### src/tw8_pkg.sv
`default_nettype none
package tw8_pkg;
    // register offsets on the plain register port
    localparam logic [7:0] CTRL_OFS = 8'h24;
    localparam logic [7:0] FLAG_OFS = 8'h25;
    localparam logic [7:0] COUNT_OFS = 8'h26;
    localparam logic [7:0] COMPARE_OFS = 8'h27;
    localparam logic [7:0] PORT_OFS = 8'h28;
    // values after reset
    localparam logic [7:0] CTRL_RESET = 8'h00;
    localparam logic [7:0] COUNT_RESET = 8'h00;
    localparam logic [7:0] COMPARE_RESET = 8'h00;
    localparam logic [1:0] PORT_RESET = 2'h0;
    localparam logic [7:0] READ_IDLE = 8'h00;
    // control register fields
    localparam int FORCE_BIT = 7;
    localparam int MODE_LOW_BIT = 6;
    localparam int COM_HIGH_BIT = 5;
    localparam int COM_LOW_BIT = 4;
    localparam int MODE_HIGH_BIT = 3;
    localparam int CS_MSB = 2;
    // flag and port register fields
    localparam int OVF_BIT = 0;
    localparam int CMP_BIT = 1;
    localparam int DIR_BIT = 0;
    localparam int PORT_DATA_BIT = 1;
    // counter landmarks
    localparam logic [7:0] BOTTOM = 8'h00;
    localparam logic [7:0] MAX = 8'hFF;
    localparam int PWM_PERIOD = 510;
    // clock select codes and prescaler
    localparam logic [2:0] CS_STOP = 3'h0;
    localparam logic [2:0] CS_DIV1 = 3'h1;
    localparam logic [2:0] CS_DIV8 = 3'h2;
    localparam logic [2:0] CS_DIV64 = 3'h3;
    localparam logic [2:0] CS_DIV256 = 3'h4;
    localparam logic [2:0] CS_DIV1024 = 3'h5;
    localparam logic [2:0] CS_EXT_FALL = 3'h6;
    localparam logic [2:0] CS_EXT_RISE = 3'h7;
    localparam int PRESCALE_W = 10;
    localparam logic [9:0] DIV8_MASK = 10'h007;
    localparam logic [9:0] DIV64_MASK = 10'h03F;
    localparam logic [9:0] DIV256_MASK = 10'h0FF;
    localparam logic [9:0] DIV1024_MASK = 10'h3FF;
    localparam logic [9:0] PRESCALE_RESET = 10'h000;
    localparam logic [2:0] SYNC_RESET = 3'h0;

    typedef enum logic [1:0] {
        TW8_NORMAL,
        TW8_PHASE,
        TW8_CTC,
        TW8_FAST
    } tw8_mode_t;

    typedef struct packed {
        logic [7:0] addr;
        logic [7:0] wdata;
        logic wr;
        logic rd;
    } tw8_bus_req_t;
endpackage
`default_nettype wire

### src/tw8_timer.sv
// Strobed register access was decided locally.
`timescale 1ns/1ps
`default_nettype none
module tw8_timer (
    input wire logic ref_clk,
    input wire logic nrst,
    input wire tw8_pkg::tw8_bus_req_t bus_req,
    output logic [7:0] rdata,
    input wire logic ext_clk_pin,
    output logic compare_output_pin_o,
    output logic compare_output_pin_oe,
    output logic overflow_flag,
    output logic compare_match_flag
);
    import tw8_pkg::*;

    ////////////////////////////////////////////////////////////////////////
    // helpers

    // effect of a compare match for a non-PWM output mode
    function automatic logic match_action(input logic [1:0] com,
                                          input logic cur);
        logic res;
        res = cur;
        unique case (com)
            2'h0: res = cur;
            2'h1: res = ~cur;
            2'h2: res = 1'b0;
            2'h3: res = 1'b1;
        endcase
        return res;
    endfunction

    // prescaler tap selection for the internal clock selects
    function automatic logic prescale_tap(input logic [9:0] pre,
                                          input logic [9:0] mask);
        return (pre & mask) == mask;
    endfunction

    ////////////////////////////////////////////////////////////////////////
    // registers and decode

    logic [7:0] ctrl_reg;
    logic [7:0] ocr_buf_reg;
    logic [7:0] ocr_active_reg;
    logic [7:0] count_reg;
    logic count_up_reg;
    logic block_reg;
    logic pend_reg;
    logic oc_reg;
    logic [1:0] port_reg;
    logic ovf_reg;
    logic cmp_reg;
    logic [7:0] rdata_reg;
    logic pin_o_reg;
    logic pin_oe_reg;
    logic [PRESCALE_W-1:0] prescale_reg;
    logic [2:0] sync_reg;
    logic ext_level_reg;

    tw8_mode_t mode;
    logic [1:0] com;
    logic [2:0] clk_sel;
    logic pwm;
    logic [7:0] ocr_eff;
    logic tick;
    logic ext_rise;
    logic ext_fall;
    logic match;
    logic count_wr;
    logic force_wr;
    logic top_phase;
    logic bottom_phase;
    logic fast_wrap;
    logic ovf_set;

    // two mode bits sit apart in the control register
    assign mode = tw8_mode_t'({ctrl_reg[MODE_HIGH_BIT],
                               ctrl_reg[MODE_LOW_BIT]});
    assign com = ctrl_reg[COM_HIGH_BIT:COM_LOW_BIT];
    assign clk_sel = ctrl_reg[CS_MSB:0];
    assign pwm = (mode == TW8_PHASE) || (mode == TW8_FAST);
    assign count_wr = bus_req.wr && (bus_req.addr == COUNT_OFS);
    // the mode low bit of the written value decides if force is live
    assign force_wr = bus_req.wr && (bus_req.addr == CTRL_OFS)
                      && bus_req.wdata[FORCE_BIT]
                      && !bus_req.wdata[MODE_LOW_BIT];

    ////////////////////////////////////////////////////////////////////////
    // clock select: prescaler and external pin

    // free running prescaler; every tap is a one-cycle enable
    always_ff @(posedge ref_clk or negedge nrst) begin
        if (!nrst) begin
            prescale_reg <= PRESCALE_RESET;
        end else begin
            prescale_reg <= prescale_reg + 10'h001;
        end
    end

    // pin synchroniser; a change counts once stages two and three agree
    always_ff @(posedge ref_clk or negedge nrst) begin
        if (!nrst) begin
            sync_reg <= SYNC_RESET;
            ext_level_reg <= 1'b0;
        end else begin
            sync_reg <= {sync_reg[1:0], ext_clk_pin};
            if (sync_reg[1] == sync_reg[2]) begin
                ext_level_reg <= sync_reg[2];
            end
        end
    end

    assign ext_rise = (sync_reg[1] == sync_reg[2]) && sync_reg[2]
                      && !ext_level_reg;
    assign ext_fall = (sync_reg[1] == sync_reg[2]) && !sync_reg[2]
                      && ext_level_reg;

    // tick acts only as a count enable, never as a clock
    always_comb begin
        tick = 1'b0;
        unique case (clk_sel)
            CS_STOP: tick = 1'b0;
            CS_DIV1: tick = 1'b1;
            CS_DIV8: tick = prescale_tap(prescale_reg, DIV8_MASK);
            CS_DIV64: tick = prescale_tap(prescale_reg, DIV64_MASK);
            CS_DIV256: tick = prescale_tap(prescale_reg, DIV256_MASK);
            CS_DIV1024: tick = prescale_tap(prescale_reg, DIV1024_MASK);
            CS_EXT_FALL: tick = ext_fall;
            CS_EXT_RISE: tick = ext_rise;
        endcase
    end

    ////////////////////////////////////////////////////////////////////////
    // counter

    // non-PWM modes compare against the written value at once
    assign ocr_eff = pwm ? ocr_active_reg : ocr_buf_reg;
    assign match = tick && !block_reg && (count_reg == ocr_eff);
    assign top_phase = tick && (mode == TW8_PHASE) && count_up_reg
                       && (count_reg == MAX);
    assign bottom_phase = tick && (mode == TW8_PHASE) && !count_up_reg
                          && (count_reg == BOTTOM);
    assign fast_wrap = tick && (mode == TW8_FAST) && (count_reg == MAX);

    // dual slope in phase mode gives 0..max..1, 510 ticks a period
    always_ff @(posedge ref_clk or negedge nrst) begin
        if (!nrst) begin
            count_reg <= COUNT_RESET;
            count_up_reg <= 1'b1;
        end else if (count_wr) begin
            count_reg <= bus_req.wdata;
        end else if (tick) begin
            unique case (mode)
                TW8_PHASE: begin
                    if (count_up_reg) begin
                        if (count_reg == MAX) begin
                            count_up_reg <= 1'b0;
                            count_reg <= MAX - 8'h01;
                        end else begin
                            count_reg <= count_reg + 8'h01;
                        end
                    end else if (count_reg == BOTTOM) begin
                        count_up_reg <= 1'b1;
                        count_reg <= BOTTOM + 8'h01;
                    end else begin
                        count_reg <= count_reg - 8'h01;
                    end
                end
                TW8_CTC: begin
                    count_reg <= match ? BOTTOM : count_reg + 8'h01;
                    count_up_reg <= 1'b1;
                end
                TW8_NORMAL, TW8_FAST: begin
                    count_reg <= count_reg + 8'h01;
                    count_up_reg <= 1'b1;
                end
            endcase
        end
    end

    // a counter write hides the match on the following tick
    always_ff @(posedge ref_clk or negedge nrst) begin
        if (!nrst) begin
            block_reg <= 1'b0;
        end else if (count_wr) begin
            block_reg <= 1'b1;
        end else if (tick) begin
            block_reg <= 1'b0;
        end
    end

    ////////////////////////////////////////////////////////////////////////
    // compare value buffering

    // PWM modes load at top or bottom so a period is never torn
    always_ff @(posedge ref_clk or negedge nrst) begin
        if (!nrst) begin
            ocr_buf_reg <= COMPARE_RESET;
            ocr_active_reg <= COMPARE_RESET;
        end else begin
            if (bus_req.wr && (bus_req.addr == COMPARE_OFS)) begin
                ocr_buf_reg <= bus_req.wdata;
            end
            if (!pwm || top_phase || fast_wrap) begin
                ocr_active_reg <= ocr_buf_reg;
            end
        end
    end

    // remember a missed up-count match until the next bottom
    always_ff @(posedge ref_clk or negedge nrst) begin
        if (!nrst) begin
            pend_reg <= 1'b0;
        end else if (top_phase && (ocr_active_reg == MAX)
                     && (ocr_buf_reg != MAX)) begin
            pend_reg <= 1'b1;
        end else if (count_wr && (mode == TW8_PHASE)
                     && (bus_req.wdata > ocr_eff)) begin
            pend_reg <= 1'b1;
        end else if (bottom_phase) begin
            pend_reg <= 1'b0;
        end
    end

    ////////////////////////////////////////////////////////////////////////
    // waveform generator

    // force beats a same-cycle match; com bits come from the write
    always_ff @(posedge ref_clk or negedge nrst) begin
        if (!nrst) begin
            oc_reg <= 1'b0;
        end else if (force_wr) begin
            oc_reg <= match_action(bus_req.wdata[COM_HIGH_BIT:COM_LOW_BIT],
                                   oc_reg);
        end else begin
            unique case (mode)
                TW8_NORMAL, TW8_CTC: begin
                    if (match) begin
                        oc_reg <= match_action(com, oc_reg);
                    end
                end
                TW8_FAST: begin
                    if (com[1]) begin
                        if (fast_wrap) begin
                            oc_reg <= ~com[0];
                        end else if (match && (ocr_eff != MAX)) begin
                            oc_reg <= com[0];
                        end
                    end
                end
                TW8_PHASE: begin
                    if (com[1]) begin
                        if (ocr_eff == MAX) begin
                            if (top_phase) begin
                                oc_reg <= ~com[0];
                            end
                        end else if (match) begin
                            // a match at bottom counts as up-counting
                            oc_reg <= (count_up_reg || count_reg == BOTTOM)
                                      ? com[0] : ~com[0];
                        end else if (bottom_phase && pend_reg) begin
                            oc_reg <= com[0];
                        end
                    end
                end
            endcase
        end
    end

    ////////////////////////////////////////////////////////////////////////
    // flags: hardware set wins over a write-one clear

    // phase mode flags at bottom, the other modes at max
    assign ovf_set = tick && ((mode == TW8_PHASE)
                     ? (!count_up_reg && count_reg == BOTTOM)
                     : (count_reg == MAX));

    always_ff @(posedge ref_clk or negedge nrst) begin
        if (!nrst) begin
            ovf_reg <= 1'b0;
            cmp_reg <= 1'b0;
        end else begin
            if (ovf_set) begin
                ovf_reg <= 1'b1;
            end else if (bus_req.wr && (bus_req.addr == FLAG_OFS)
                         && bus_req.wdata[OVF_BIT]) begin
                ovf_reg <= 1'b0;
            end
            // only a counted match flags; a forced one never does
            if (match) begin
                cmp_reg <= 1'b1;
            end else if (bus_req.wr && (bus_req.addr == FLAG_OFS)
                         && bus_req.wdata[CMP_BIT]) begin
                cmp_reg <= 1'b0;
            end
        end
    end

    ////////////////////////////////////////////////////////////////////////
    // control, port and read registers

    // force bit is never stored, so it reads back as zero
    always_ff @(posedge ref_clk or negedge nrst) begin
        if (!nrst) begin
            ctrl_reg <= CTRL_RESET;
            port_reg <= PORT_RESET;
        end else begin
            if (bus_req.wr && (bus_req.addr == CTRL_OFS)) begin
                ctrl_reg <= {1'b0, bus_req.wdata[6:0]};
            end
            if (bus_req.wr && (bus_req.addr == PORT_OFS)) begin
                port_reg <= bus_req.wdata[1:0];
            end
        end
    end

    // read data stand for one cycle only; unmapped reads give zero
    always_ff @(posedge ref_clk or negedge nrst) begin
        if (!nrst) begin
            rdata_reg <= READ_IDLE;
        end else if (bus_req.rd) begin
            unique case (bus_req.addr)
                CTRL_OFS: rdata_reg <= ctrl_reg;
                FLAG_OFS: rdata_reg <= {6'h00, cmp_reg, ovf_reg};
                COUNT_OFS: rdata_reg <= count_reg;
                COMPARE_OFS: rdata_reg <= ocr_buf_reg;
                PORT_OFS: rdata_reg <= {6'h00, port_reg};
                default: rdata_reg <= READ_IDLE;
            endcase
        end else begin
            rdata_reg <= READ_IDLE;
        end
    end

    // compare output takes the pin over; direction bit gates the driver
    always_ff @(posedge ref_clk or negedge nrst) begin
        if (!nrst) begin
            pin_o_reg <= 1'b0;
            pin_oe_reg <= 1'b0;
        end else begin
            pin_o_reg <= (com != 2'h0) ? oc_reg
                         : port_reg[PORT_DATA_BIT];
            pin_oe_reg <= port_reg[DIR_BIT];
        end
    end

    assign rdata = rdata_reg;
    assign compare_output_pin_o = pin_o_reg;
    assign compare_output_pin_oe = pin_oe_reg;
    assign overflow_flag = ovf_reg;
    assign compare_match_flag = cmp_reg;

    ////////////////////////////////////////////////////////////////////////
    // checks

    localparam int PHASE_TICKS = PWM_PERIOD - 1;
    logic [8:0] period_ticks_reg;
    logic period_clean_reg;

    // ticks between two bottoms of an undisturbed phase period
    always_ff @(posedge ref_clk or negedge nrst) begin
        if (!nrst) begin
            period_ticks_reg <= 9'h000;
            period_clean_reg <= 1'b0;
        end else if (count_wr || mode != TW8_PHASE) begin
            period_clean_reg <= 1'b0;
        end else if (bottom_phase) begin
            period_ticks_reg <= 9'h000;
            period_clean_reg <= 1'b1;
        end else if (tick) begin
            period_ticks_reg <= period_ticks_reg + 9'h001;
        end
    end
endmodule
`default_nettype wire

### config.mk
export PLATFORM = sky130hd
export DESIGN_NAME = tw8_timer
export DESIGN_NICKNAME = d
export VERILOG_FILES = /design/src/tw8_pkg.sv /design/src/tw8_timer.sv
export SDC_FILE = /design/constraint.sdc
export NUM_CORES = 1
export LEC_CHECK = 0
export ABC_AREA = 1
export BUFFER_PORTS_ARGS = -buffer_cell sky130_fd_sc_hd__clkbuf_2
export CORE_ASPECT_RATIO = 1.2
export CORE_MARGIN = 1.5
export CORE_UTILIZATION = 40
export DETAILED_ROUTE_END_ITERATION = 8
export PLACE_DENSITY = 0.6
export RECOVER_POWER = 50
export SYNTH_ARGS = -nofsm -noshare
export SYNTH_HDL_FRONTEND = slang
export SYNTH_SLANG_ARGS = --single-unit
### constraint.sdc
create_clock -name ref_clk -period 3.6 [get_ports ref_clk]
set_input_delay 0.72 -clock ref_clk [delete_from_list [all_inputs] [get_ports ref_clk]]
set_output_delay 0.72 -clock ref_clk [all_outputs]
set_load 0.05 [all_outputs]
==> qor.yml, run 1 <==
drt:
  firstDrtPassIters: 5
  dr_wl_met3_um: 589
  drt_iter0_markers: 258
  dr_wl_met2_um: 5617
  drc_errors: 0
  wl_per_cell_um: 16.39
  vias: 3740
  via_per_inst: 5.366
  met1_length_um: 4935
  top_layer: "met4"
  drtAntennaViolNets: 0
  totalWireLength_um: 11420
placement:
  gp_congestion: 0.9747
  placed_cell_area_um2: 4217
  port-buffer-count: 32
  place_ws_ns: 0.7617
  place_hpwl_um: 9008
sta:
  hold_violations: 0
  maxSlewViolCount: 35
  max_freq_ghz: 0.3480
  min_period_over_period: 0.7981
  period_minus_slack_ns: 2.873
  max_slew_margin: -0.1646
  setup_slack_ns: 0.7268
  tightestPinTransition_ns: 1.747
  clock-skew-final_ns: 0.006763
  finalSetupViolCount: 0
  rsz0062_at_grt: "no"
  setup_tns_ns: 0
final_layout:
  mostFrequentLayoutCell: "nand2_1"
  final_cell_mix: "144 x nand2_1, 67 x inv_1, 62 x dfrtp_1"
  final_util: 0.4748
  insertedDiodeCount: 0
  syn2layout_area_growth_pct: 15.28
  num-nets-final: 609
  fillers: 984
  drive_gt1_frac: 0.1167
  design_area_um2: 4541
  seqCellArea_um2: 1578
  largest_reg_flops: 10
  multiInputGateArea_um2: 2024
synthesis:
  syn_area_um2: 3939
  yosys.area.top_type: "dfrtp_1"
  synthCells: 533
  ys_seq_elements: 63
  syn_nets: 573
  synth_top_area_share: 0.3939
  synth_flop_cell: "dfrtp_1"
  synthTopCellsByArea: "dfrtp_1 39%, nand2_1 14%, inv_1 6.4%"
  synth-seq-area-share: 0.4006
  synth_enable_flop_cells: 0
  yosysWarnings: 0
  synth_cell_type_count: 38
  syn_avg_cell_area_um2: 7.390
  synthArstFlopShare: 1.000
global_routing:
  grt_overflow: 0
  track_usage: 0.2353
  grt_pass1_wl_um: 18530
  grt_start_max_net_pins: 35
  grt_pass1_vias: 3475
  grt_antenna_before_repair: 0
die:
  core_um2: 9564
  die_width_um: 93.59
  die_area_um2: 10450
  die_h_um: 111.7
  initial_core_util: 0.4118
  core.rowCount: 39
  pin_count: 33
clock_network:
  clk_pin_slew_ns: 0.06
  postCtsHoldBufs: 0
  cts_setup_buffers: 0
  cts_sinks: 63
  cts.path.max_buffers: 2
  cts-htree-levels: 3
  cts_buffers: 9
  cts_tree: "yes"
  clk_latency_ns: 0.34
  cts_resized: 0
  root_buffer: "clkbuf_16"
critical_path:
  critPathSlowestCell: "nor2_2"
  crit_chain: "inv_1, ha_1, nor2_2, nand2_1, nand2_1, inv_1, ha_1, inv_1, nor2_1, nor2_1, o21a_1, o211ai_1, o311ai_0, o311ai_0"
  cp.required_ns: 3.82
  worst_setup_path_start_kind: "flip-flop"
  critPathArrivalTime_ns: 3.09
  slowest_delay_ns: 0.52
  worstSetupPathType: "flip-flop to flip-flop"
  endpoint_kind: "flip-flop"
  cp_max_fo: 14
  worst_path_most_repeated_cell: "inv_1"
hold_path:
  hold_class: "flip-flop to flip-flop"
power_and_ir_drop:
  leakage_nw: 2.319
  peakVddDrop_uv: 251.1
  power_density_nw_per_um2: 612.4
run_status:
  violations: "max-capacitance violations, max-slew violations"
  status: "finished with violations"
run:
  drv_cap: 1
## kinds of logic after synthesis
group,synth area share
and+or+nand+nor,0.2757
AOI/OAI and AO/OA,0.1271
buffers and inverters,0.08545
DFF,0.4006
xor gates and xnor gates,0.04225
adders and majority gates,0.06036
muxes,0.008576
## synth_stat cells (5+ instances only)
library cell	n
inv_1	67
nor2_2	5
nand4_1	5
o21ai_1	5
o22ai_1	5
o21ai_0	35
a21oi_1	22
dfrtp_1	62
nand2_1	144
nor2_1	50
ha_1	19
nand3_1	41
nor4_1	5
xor2_1	16
inv_2	5
## power by group
group	internal, W	leakage (nW)	switching (W)	total [W]
clock	0.000642	0.158	0.000324	0.000966
sequential	0.000806	0.750	0.000140	0.000946
combinational	0.000288	1.41	0.000580	0.000869
total	0.00174	2.32	0.00104	0.00278
## worst max-delay path: cells and delay by family, from the launching register on
family / cells / cell delay, ns
AND/OR/NAND/NOR: 5 / 0.93
AO/OA/AOI/OAI: 4 / 0.60
adder cells (fa/ha/maj): 2 / 0.62
buffers and inverters: 3 / 0.20
flip-flops: 1 / 0.38
## path summary, 6_finish.rpt
path | slack, ns | start | endpoint | cells after the start
min in group asynchronous | 0.83 | nrst | ext_level_reg | 1
worst max register to register | 0.73 | ctrl_reg[3] | pend_reg | 14
worst max-delay path | 0.73 | ctrl_reg[3] | pend_reg | 14
max in group asynchronous | 1.15 | nrst | compare_match_flag | 2
worst min-delay path | 0.38 | port_reg[0] | compare_output_pin_oe | 0
worst min register to register | 0.38 | port_reg[0] | compare_output_pin_oe | 0
## metrics by stage
stage               instances  power [W]  hold slack, ns
CTS                       697   0.002786          0.3787
detailed placement        681   0.001812          0.3653
floorplan                 533   0.001552          0.3312
global placement          681   0.001809          0.3643
global route              697   0.002961          0.3926
finish                    697   0.002781          0.3757
## metal layers
metal  GRT usage  up-vias
met1      0.3070     1777
met4     0.09652        0
met5           0        -
met2      0.3865      123
met3     0.03620       23
li1            -     1817
## layout make-up
cell class | count | area share
multi-input combinational | 386 | 0.4459
timing repair buffer | 35 | 0.03830
clock inverter | 5 | 0.01764
tap | 123 | 0.03389
sequential | 63 | 0.3475
inverter | 74 | 0.06117
clock buffer | 11 | 0.05566
Power figures use the tool's default switching activity.
==> run 2, diff against run 1 <==
- PLACE_DENSITY: 0.6 -> 0.62
- clock period: 3.6 -> 2.3 ns (I/O delays scaled with it)
==> qor.yml, run 2 (synthesis results as in run 1) <==
run_status:
  status: "finished with violations"
  violations: "negative setup slack"
critical_path:
  worstReg2RegEnd: "pend_reg"
  critPathArrivalTime_ns: 2.54  # -0.55 ns
  r2r_slack_ns: -0.01  # -0.74 ns
  worst_setup_path_start_kind: "flip-flop"
  worst-path-buf-inv: 3  # unchanged
  r2r_start: "ctrl_reg[6]"
  slowest_delay_ns: 0.45  # -0.07 ns
  cp.required_ns: 2.53  # -1.29 ns
  cp_max_fo: 7  # -7
  reg2reg_depth: 14  # unchanged
  worstSetupPathType: "flip-flop to flip-flop"
  crit_family: "compound AO/OA/AOI/OAI gates"
  endpoint_kind: "flip-flop"
  crit_chain: "ha_4, nor2_4, buf_12, nand2_4, nand2_4, inv_4, ha_4, inv_2, nor2_2, nor2_1, o21a_1, o211ai_1, o311ai_1, o311ai_1"
  critPathSlowestCell: "dfrtp_2"
clock_network:
  cts-htree-levels: 3  # unchanged
  cts_sinks: 63  # unchanged
  root_buffer: "clkbuf_16"
  cts_buffers: 9  # unchanged
  cts_tree: "yes"
  cts.path.max_buffers: 2  # unchanged
  clk_latency_ns: 0.34  # about the same
  clk_pin_slew_ns: 0.05  # about the same
drt:
  firstDrtPassIters: 5  # unchanged
  drt_iter0_markers: 307  # +19%
  drc_errors: 0  # unchanged
  drtAntennaViolNets: 0  # unchanged
  dr_wl_met2_um: 5774  # +2.8%
  dr_wl_met3_um: 749  # +27%
  top_layer: "met4"
  totalWireLength_um: 12280  # +7.5%
  vias: 3924  # +4.9%
  via_per_inst: 5.368  # about the same
  met1_length_um: 5202  # +5.4%
  wl_per_cell_um: 16.80  # +2.5%
power_and_ir_drop:
  clkPwrFrac: 0.310  # -0.037
  peakVddDrop_uv: 359.5  # +43%
  power_density_nw_per_um2: 890.6  # +45%
  seq_power_share: 0.337  # -0.003
  switchingPower_w: 0.001696  # +62%
  power_w: 0.004391  # +58%
  comb_power_share: 0.353  # +0.041
  swShare: 0.3862  # +0.01071
  leakage_nw: 2.505  # +8.0%
  p_int_w: 0.002695  # +55%
global_routing:
  grt_pass1_vias: 3710  # +6.8%
  grt_pass1_wl_um: 18840  # +1.7%
  track_usage: 0.2402  # +0.004947
  grt_start_max_net_pins: 31  # -11%
  grt_overflow: 0  # unchanged
  grt_antenna_before_repair: 0  # unchanged
sta:
  tightestPinTransition_ns: 0.7237  # -1.023 ns
  max_slew_margin: 0.5176  # +0.6822
  clock-skew-final_ns: 0.006548  # -0.0002154 ns
  period_minus_slack_ns: 2.310  # -0.5632 ns
  min_period_over_period: 1.004  # +0.2062
  max_freq_ghz: 0.4329  # +24%
  holdWs_ns: 0.2299  # -0.1459 ns
  setup_tns_ns: -0.01000  # -0.01000 ns
  hold_violations: 0  # unchanged
  finalSetupViolCount: 1  # +1
  setup_slack_ns: -0.01000  # -0.7368 ns
  rsz0062_at_grt: "yes"
  maxSlewViolCount: 0  # -100%
final_layout:
  multiInputGateArea_um2: 2157  # +6.6%
  final_util: 0.5154  # +0.04069
  mostFrequentLayoutCell: "nand2_1"
  largest_reg_flops: 10  # unchanged
  final_cell_mix: "137 x nand2_1, 64 x inv_1, 60 x dfrtp_1"
  drive_gt1_frac: 0.2039  # +0.08722
  fillers: 944  # -4.1%
  num-nets-final: 643  # +5.6%
  syn2layout_area_growth_pct: 25.16
  seqCellArea_um2: 1580  # +0.16%
  insertedDiodeCount: 0  # unchanged
hold_path:
  min_to: "sync_reg[0]"
  min_from: "ext_clk_pin"
  hold_class: "input pin to flip-flop"
  min_delay_path_depth: 1  # +1
die:
  die_width_um: 93.59  # unchanged
  pin_count: 33  # unchanged
  die_h_um: 111.7  # unchanged
  core_um2: 9564  # unchanged
  die_area_um2: 10450  # unchanged
  initial_core_util: 0.4118  # unchanged
  core.rowCount: 39  # unchanged
placement:
  place_hpwl_um: 9150  # +1.6%
  place_ws_ns: -0.1978  # -0.9595 ns
  port-buffer-count: 32  # unchanged
  gp_congestion: 0.9996  # +2.6%
run:
  drv_cap: 0  # -1
[run 2: cell count changes in the layout (fill, tap and decap cells not counted), sizes merged]
cell | previous run | this run
clkinvlp | 2 | 3
bufinv | 2 | 1
nand3 | 43 | 44
clkbuf | 45 | 46
buf | 1 | 32
dlygate4sd3 | 0 | 1
[run 2: cell type report]
| class | instances | share of cell area |
|---|---|---|
| Tap cell | 123 | 0.03122 |
| Clock buffer | 11 | 0.04924 |
| Inverter | 74 | 0.05711 |
| Timing Repair Buffer | 68 | 0.09264 |
| Sequential cell | 63 | 0.3206 |
| Multi-Input combinational cell | 387 | 0.4376 |
| Clock inverter | 5 | 0.01168 |
[run 2: worst reg2reg max path, stage by stage, from the launching register on]
cell	delay (ns)
dfrtp_2	0.45
ha_4	0.19
nor2_4	0.20
buf_12	0.17
nand2_4	0.07
nand2_4	0.09
inv_4	0.04
ha_4	0.25
inv_2	0.03
nor2_2	0.08
nor2_1	0.06
o21a_1	0.19
o211ai_1	0.17
o311ai_1	0.12
o311ai_1	0.10
[run 2: worst max path at each step]
stage                     start       end  slack (ns)  cells after the start
floorplan           ctrl_reg[3]  pend_reg        0.14                     14
global placement    ctrl_reg[3]  pend_reg       -0.06                     15
detailed placement  ctrl_reg[3]  pend_reg       -0.20                     15
CTS                 ctrl_reg[3]  pend_reg        0.02                     15
global route        ctrl_reg[3]    oc_reg       -0.16                     17
finish              ctrl_reg[6]  pend_reg       -0.01                     14
[run 2: through the flow]
step,cell area [um^2],instances
after global placement,4432,708
final,4930,731
after global routing,4930,731
after floorplan,3939,533
after detailed placement,4432,708
after CTS,4787,726
[run 2: power by group through the flow]
stage / logic, W / registers [W] / clock network, W
detailed placement: 0.00143 / 0.00148 / 0
global placement: 0.00142 / 0.00148 / 0
floorplan: 0.00101 / 0.00142 / 0
finish: 0.00155 / 0.00148 / 0.00136
global route: 0.00173 / 0.00149 / 0.00144
CTS: 0.00146 / 0.00147 / 0.00138
[run 2: layer usage]
layer	global-route usage	vias up
li1	-	1879
met1	0.3037	1851
met2	0.3787	152
met3	0.05396	42
met4	0.1294	0
met5	0	-
[run 2: what timing repair did]
action                                 4_1_cts  5_1_grt
cloned                                       0        2
pin swaps                                    1       18
endpoints found under the hold margin        4        0
gates resized for setup                      9       29
setup buffers                                1        3
hold buffers                                 1        0
setup endpoints to repair                   10       12
==> run 3, diff against run 2 <==
==> constraint.sdc (replaced) <==
create_clock -name ref_clk -period 2.3 [get_ports ref_clk]
set_input_delay 0.345 -clock ref_clk [delete_from_list [all_inputs] [get_ports ref_clk]]
set_output_delay 0.345 -clock ref_clk [all_outputs]
set_load 0.05 [all_outputs]
==> qor.yml, run 3 (synthesis results as in run 1) <==
hold_path:
  min_to: "sync_reg[0]"
  hold_class: "input pin to flip-flop"
  min_delay_path_depth: 1  # unchanged
  min_from: "ext_clk_pin"
clock_network:
  cts_buffers: 9  # unchanged
  clk_pin_slew_ns: 0.06  # about the same
  postCtsHoldBufs: 0  # -1
  root_buffer: "clkbuf_16"
  cts.path.max_buffers: 2  # unchanged
  clk_latency_ns: 0.34  # about the same
  cts_tree: "yes"
  cts_sinks: 63  # unchanged
  cts-htree-levels: 3  # unchanged
critical_path:
  worst-path-buf-inv: 3  # unchanged
  slowest_delay_ns: 0.45  # about the same
  crit_chain: "ha_4, nor2_4, buf_12, nand2_4, nand2_4, inv_2, ha_4, inv_1, nor2_1, nor2_1, o21a_1, o211ai_1, o311ai_1, o311ai_1"
  reg2reg_depth: 14  # unchanged
  worstReg2RegEnd: "pend_reg"
  crit_family: "compound AO/OA/AOI/OAI gates"
  cp_max_fo: 7  # unchanged
  critPathSlowestCell: "dfrtp_2"
  critPathArrivalTime_ns: 2.53  # about the same
  r2r_start: "ctrl_reg[6]"
  worst_setup_path_start_kind: "flip-flop"
  cp.required_ns: 2.54  # about the same
  worstSetupPathType: "flip-flop to flip-flop"
  r2r_slack_ns: 0.01  # +0.02 ns
  endpoint_kind: "flip-flop"
sta:
  max_slew_margin: -0.02859  # -0.5461
  rsz0062_at_grt: "yes"
  clock-skew-final_ns: 0.007665  # +0.001117 ns
  hold_violations: 0  # unchanged
  max_freq_ghz: 0.4370  # +0.96%
  min_period_over_period: 0.9948  # -0.009532
  maxSlewViolCount: 64  # +64
  setup_slack_ns: 0.01192  # +0.02192 ns
  tightestPinTransition_ns: 1.543  # +0.8192 ns
  setup_tns_ns: 0  # +0.01000 ns
  period_minus_slack_ns: 2.288  # -0.02192 ns
  finalSetupViolCount: 0  # -1
drt:
  drtAntennaViolNets: 0  # unchanged
  firstDrtPassIters: 5  # unchanged
  vias: 3791  # -3.4%
  wl_per_cell_um: 16.31  # -2.9%
  drc_errors: 0  # unchanged
  via_per_inst: 5.243  # -2.3%
  drt_iter0_markers: 267  # -13%
  totalWireLength_um: 11790  # -4.0%
die:
  die_area_um2: 10450  # unchanged
  pin_count: 33  # unchanged
  die_width_um: 93.59  # unchanged
  core_um2: 9564  # unchanged
  die_h_um: 111.7  # unchanged
  core.rowCount: 39  # unchanged
  initial_core_util: 0.4118  # unchanged
global_routing:
  grt_antenna_before_repair: 0  # unchanged
  grt_pass1_vias: 3683  # -0.73%
  grt_start_max_net_pins: 64  # +110%
  track_usage: 0.2366  # -0.003631
  grt_pass1_wl_um: 18710  # -0.70%
  grt_overflow: 0  # unchanged
run_status:
  violations: "max-capacitance violations, max-slew violations"
  status: "finished with violations"
placement:
  place_hpwl_um: 8953  # -2.2%
  port-buffer-count: 32  # unchanged
  place_ws_ns: -0.1663  # +0.03151 ns
  gp_congestion: 0.9906  # -0.90%
final_layout:
  mostFrequentLayoutCell: "nand2_1"
  num-nets-final: 635  # -1.2%
  syn2layout_area_growth_pct: 25.22  # about the same
  drive_gt1_frac: 0.2183  # +0.01439
  largest_reg_flops: 10  # unchanged
  insertedDiodeCount: 0  # unchanged
  final_util: 0.5157  # about the same
  fillers: 923  # -2.2%
  final_cell_mix: "130 x nand2_1, 65 x inv_1, 59 x dfrtp_1"
power_and_ir_drop:
  leakage_nw: 2.490  # -0.60%
  peakVddDrop_uv: 364.6  # +1.4%
  power_density_nw_per_um2: 906.0  # +1.7%
run:
  drv_cap: 1  # +1
[run 3: cell count changes in the layout (fill, tap and decap cells not counted), moves of 3 or more]
cell	change
nand2_1	-7
nand2_2	+7
buf_4	-6
o21ai_1	-4
o21ai_2	+4
clkinv_4	+3
nand3_1	-3
[run 3: power breakdown]
| group | internal [W] | total (W) | switching [W] |
|---|---|---|---|
| sequential | 0.00126 | 0.00148 | 0.000219 |
| combinational | 0.000596 | 0.00159 | 0.000993 |
| clock | 0.000851 | 0.00140 | 0.000546 |
[run 3: what timing repair did]
item                       CTS  global route
gates resized for setup      9            40
cloned                       0             1
setup endpoints to repair   10            15
hold endpoints to repair     0             0
pin swaps                    1            17
setup buffers                1             2
[run 3: through the flow]
step | area [um^2] | power, W | std cells | hold WS (ns)
after detailed placement | 4407 | 0.002927 | 703 | 0.3347
after global placement | 4407 | 0.002920 | 703 | 0.3318
after CTS | 4758 | 0.004350 | 720 | 0.02863
after global routing | 4932 | 0.004767 | 723 | 0.1088
after floorplan | 3939 | 0.002429 | 533 | 0.04941
final | 4932 | 0.004469 | 723 | 0.1138
[run 3: area by class of cell]
type                            count  area [um^2]  share of cell area
Tap cell                          123        153.9             0.03120
Clock buffer                        9        225.2             0.04566
Clock inverter                      7        81.33             0.01649
Multi-Input combinational cell    386         2202              0.4465
Timing Repair Buffer               61        409.1             0.08295
Sequential cell                    63         1582              0.3207
Inverter                           74        279.0             0.05657
[run 3: how the worst max path moves through the flow]
stage | startpoint | end | slack, ns | cells after the start
5_1_grt | ctrl_reg[3] | oc_reg | -0.12 | 18
4_1_cts | ctrl_reg[6] | pend_reg | 0.009 | 14
6_report | ctrl_reg[6] | pend_reg | 0.01 | 14
2_1_floorplan | ctrl_reg[3] | pend_reg | 0.14 | 14
3_3_place_gp | ctrl_reg[3] | oc_reg | -0.06 | 19
3_5_place_dp | ctrl_reg[3] | pend_reg | -0.17 | 15
[run 3: per-layer routing]
layer / vias to the layer above / part of all wire / track usage
met5: - / 0 / 0
li1: 1867 / - / -
met3: 44 / 0.051 / 0.03689
met1: 1768 / 0.44 / 0.3049
met4: 0 / 0.051 / 0.1373
met2: 112 / 0.45 / 0.3729
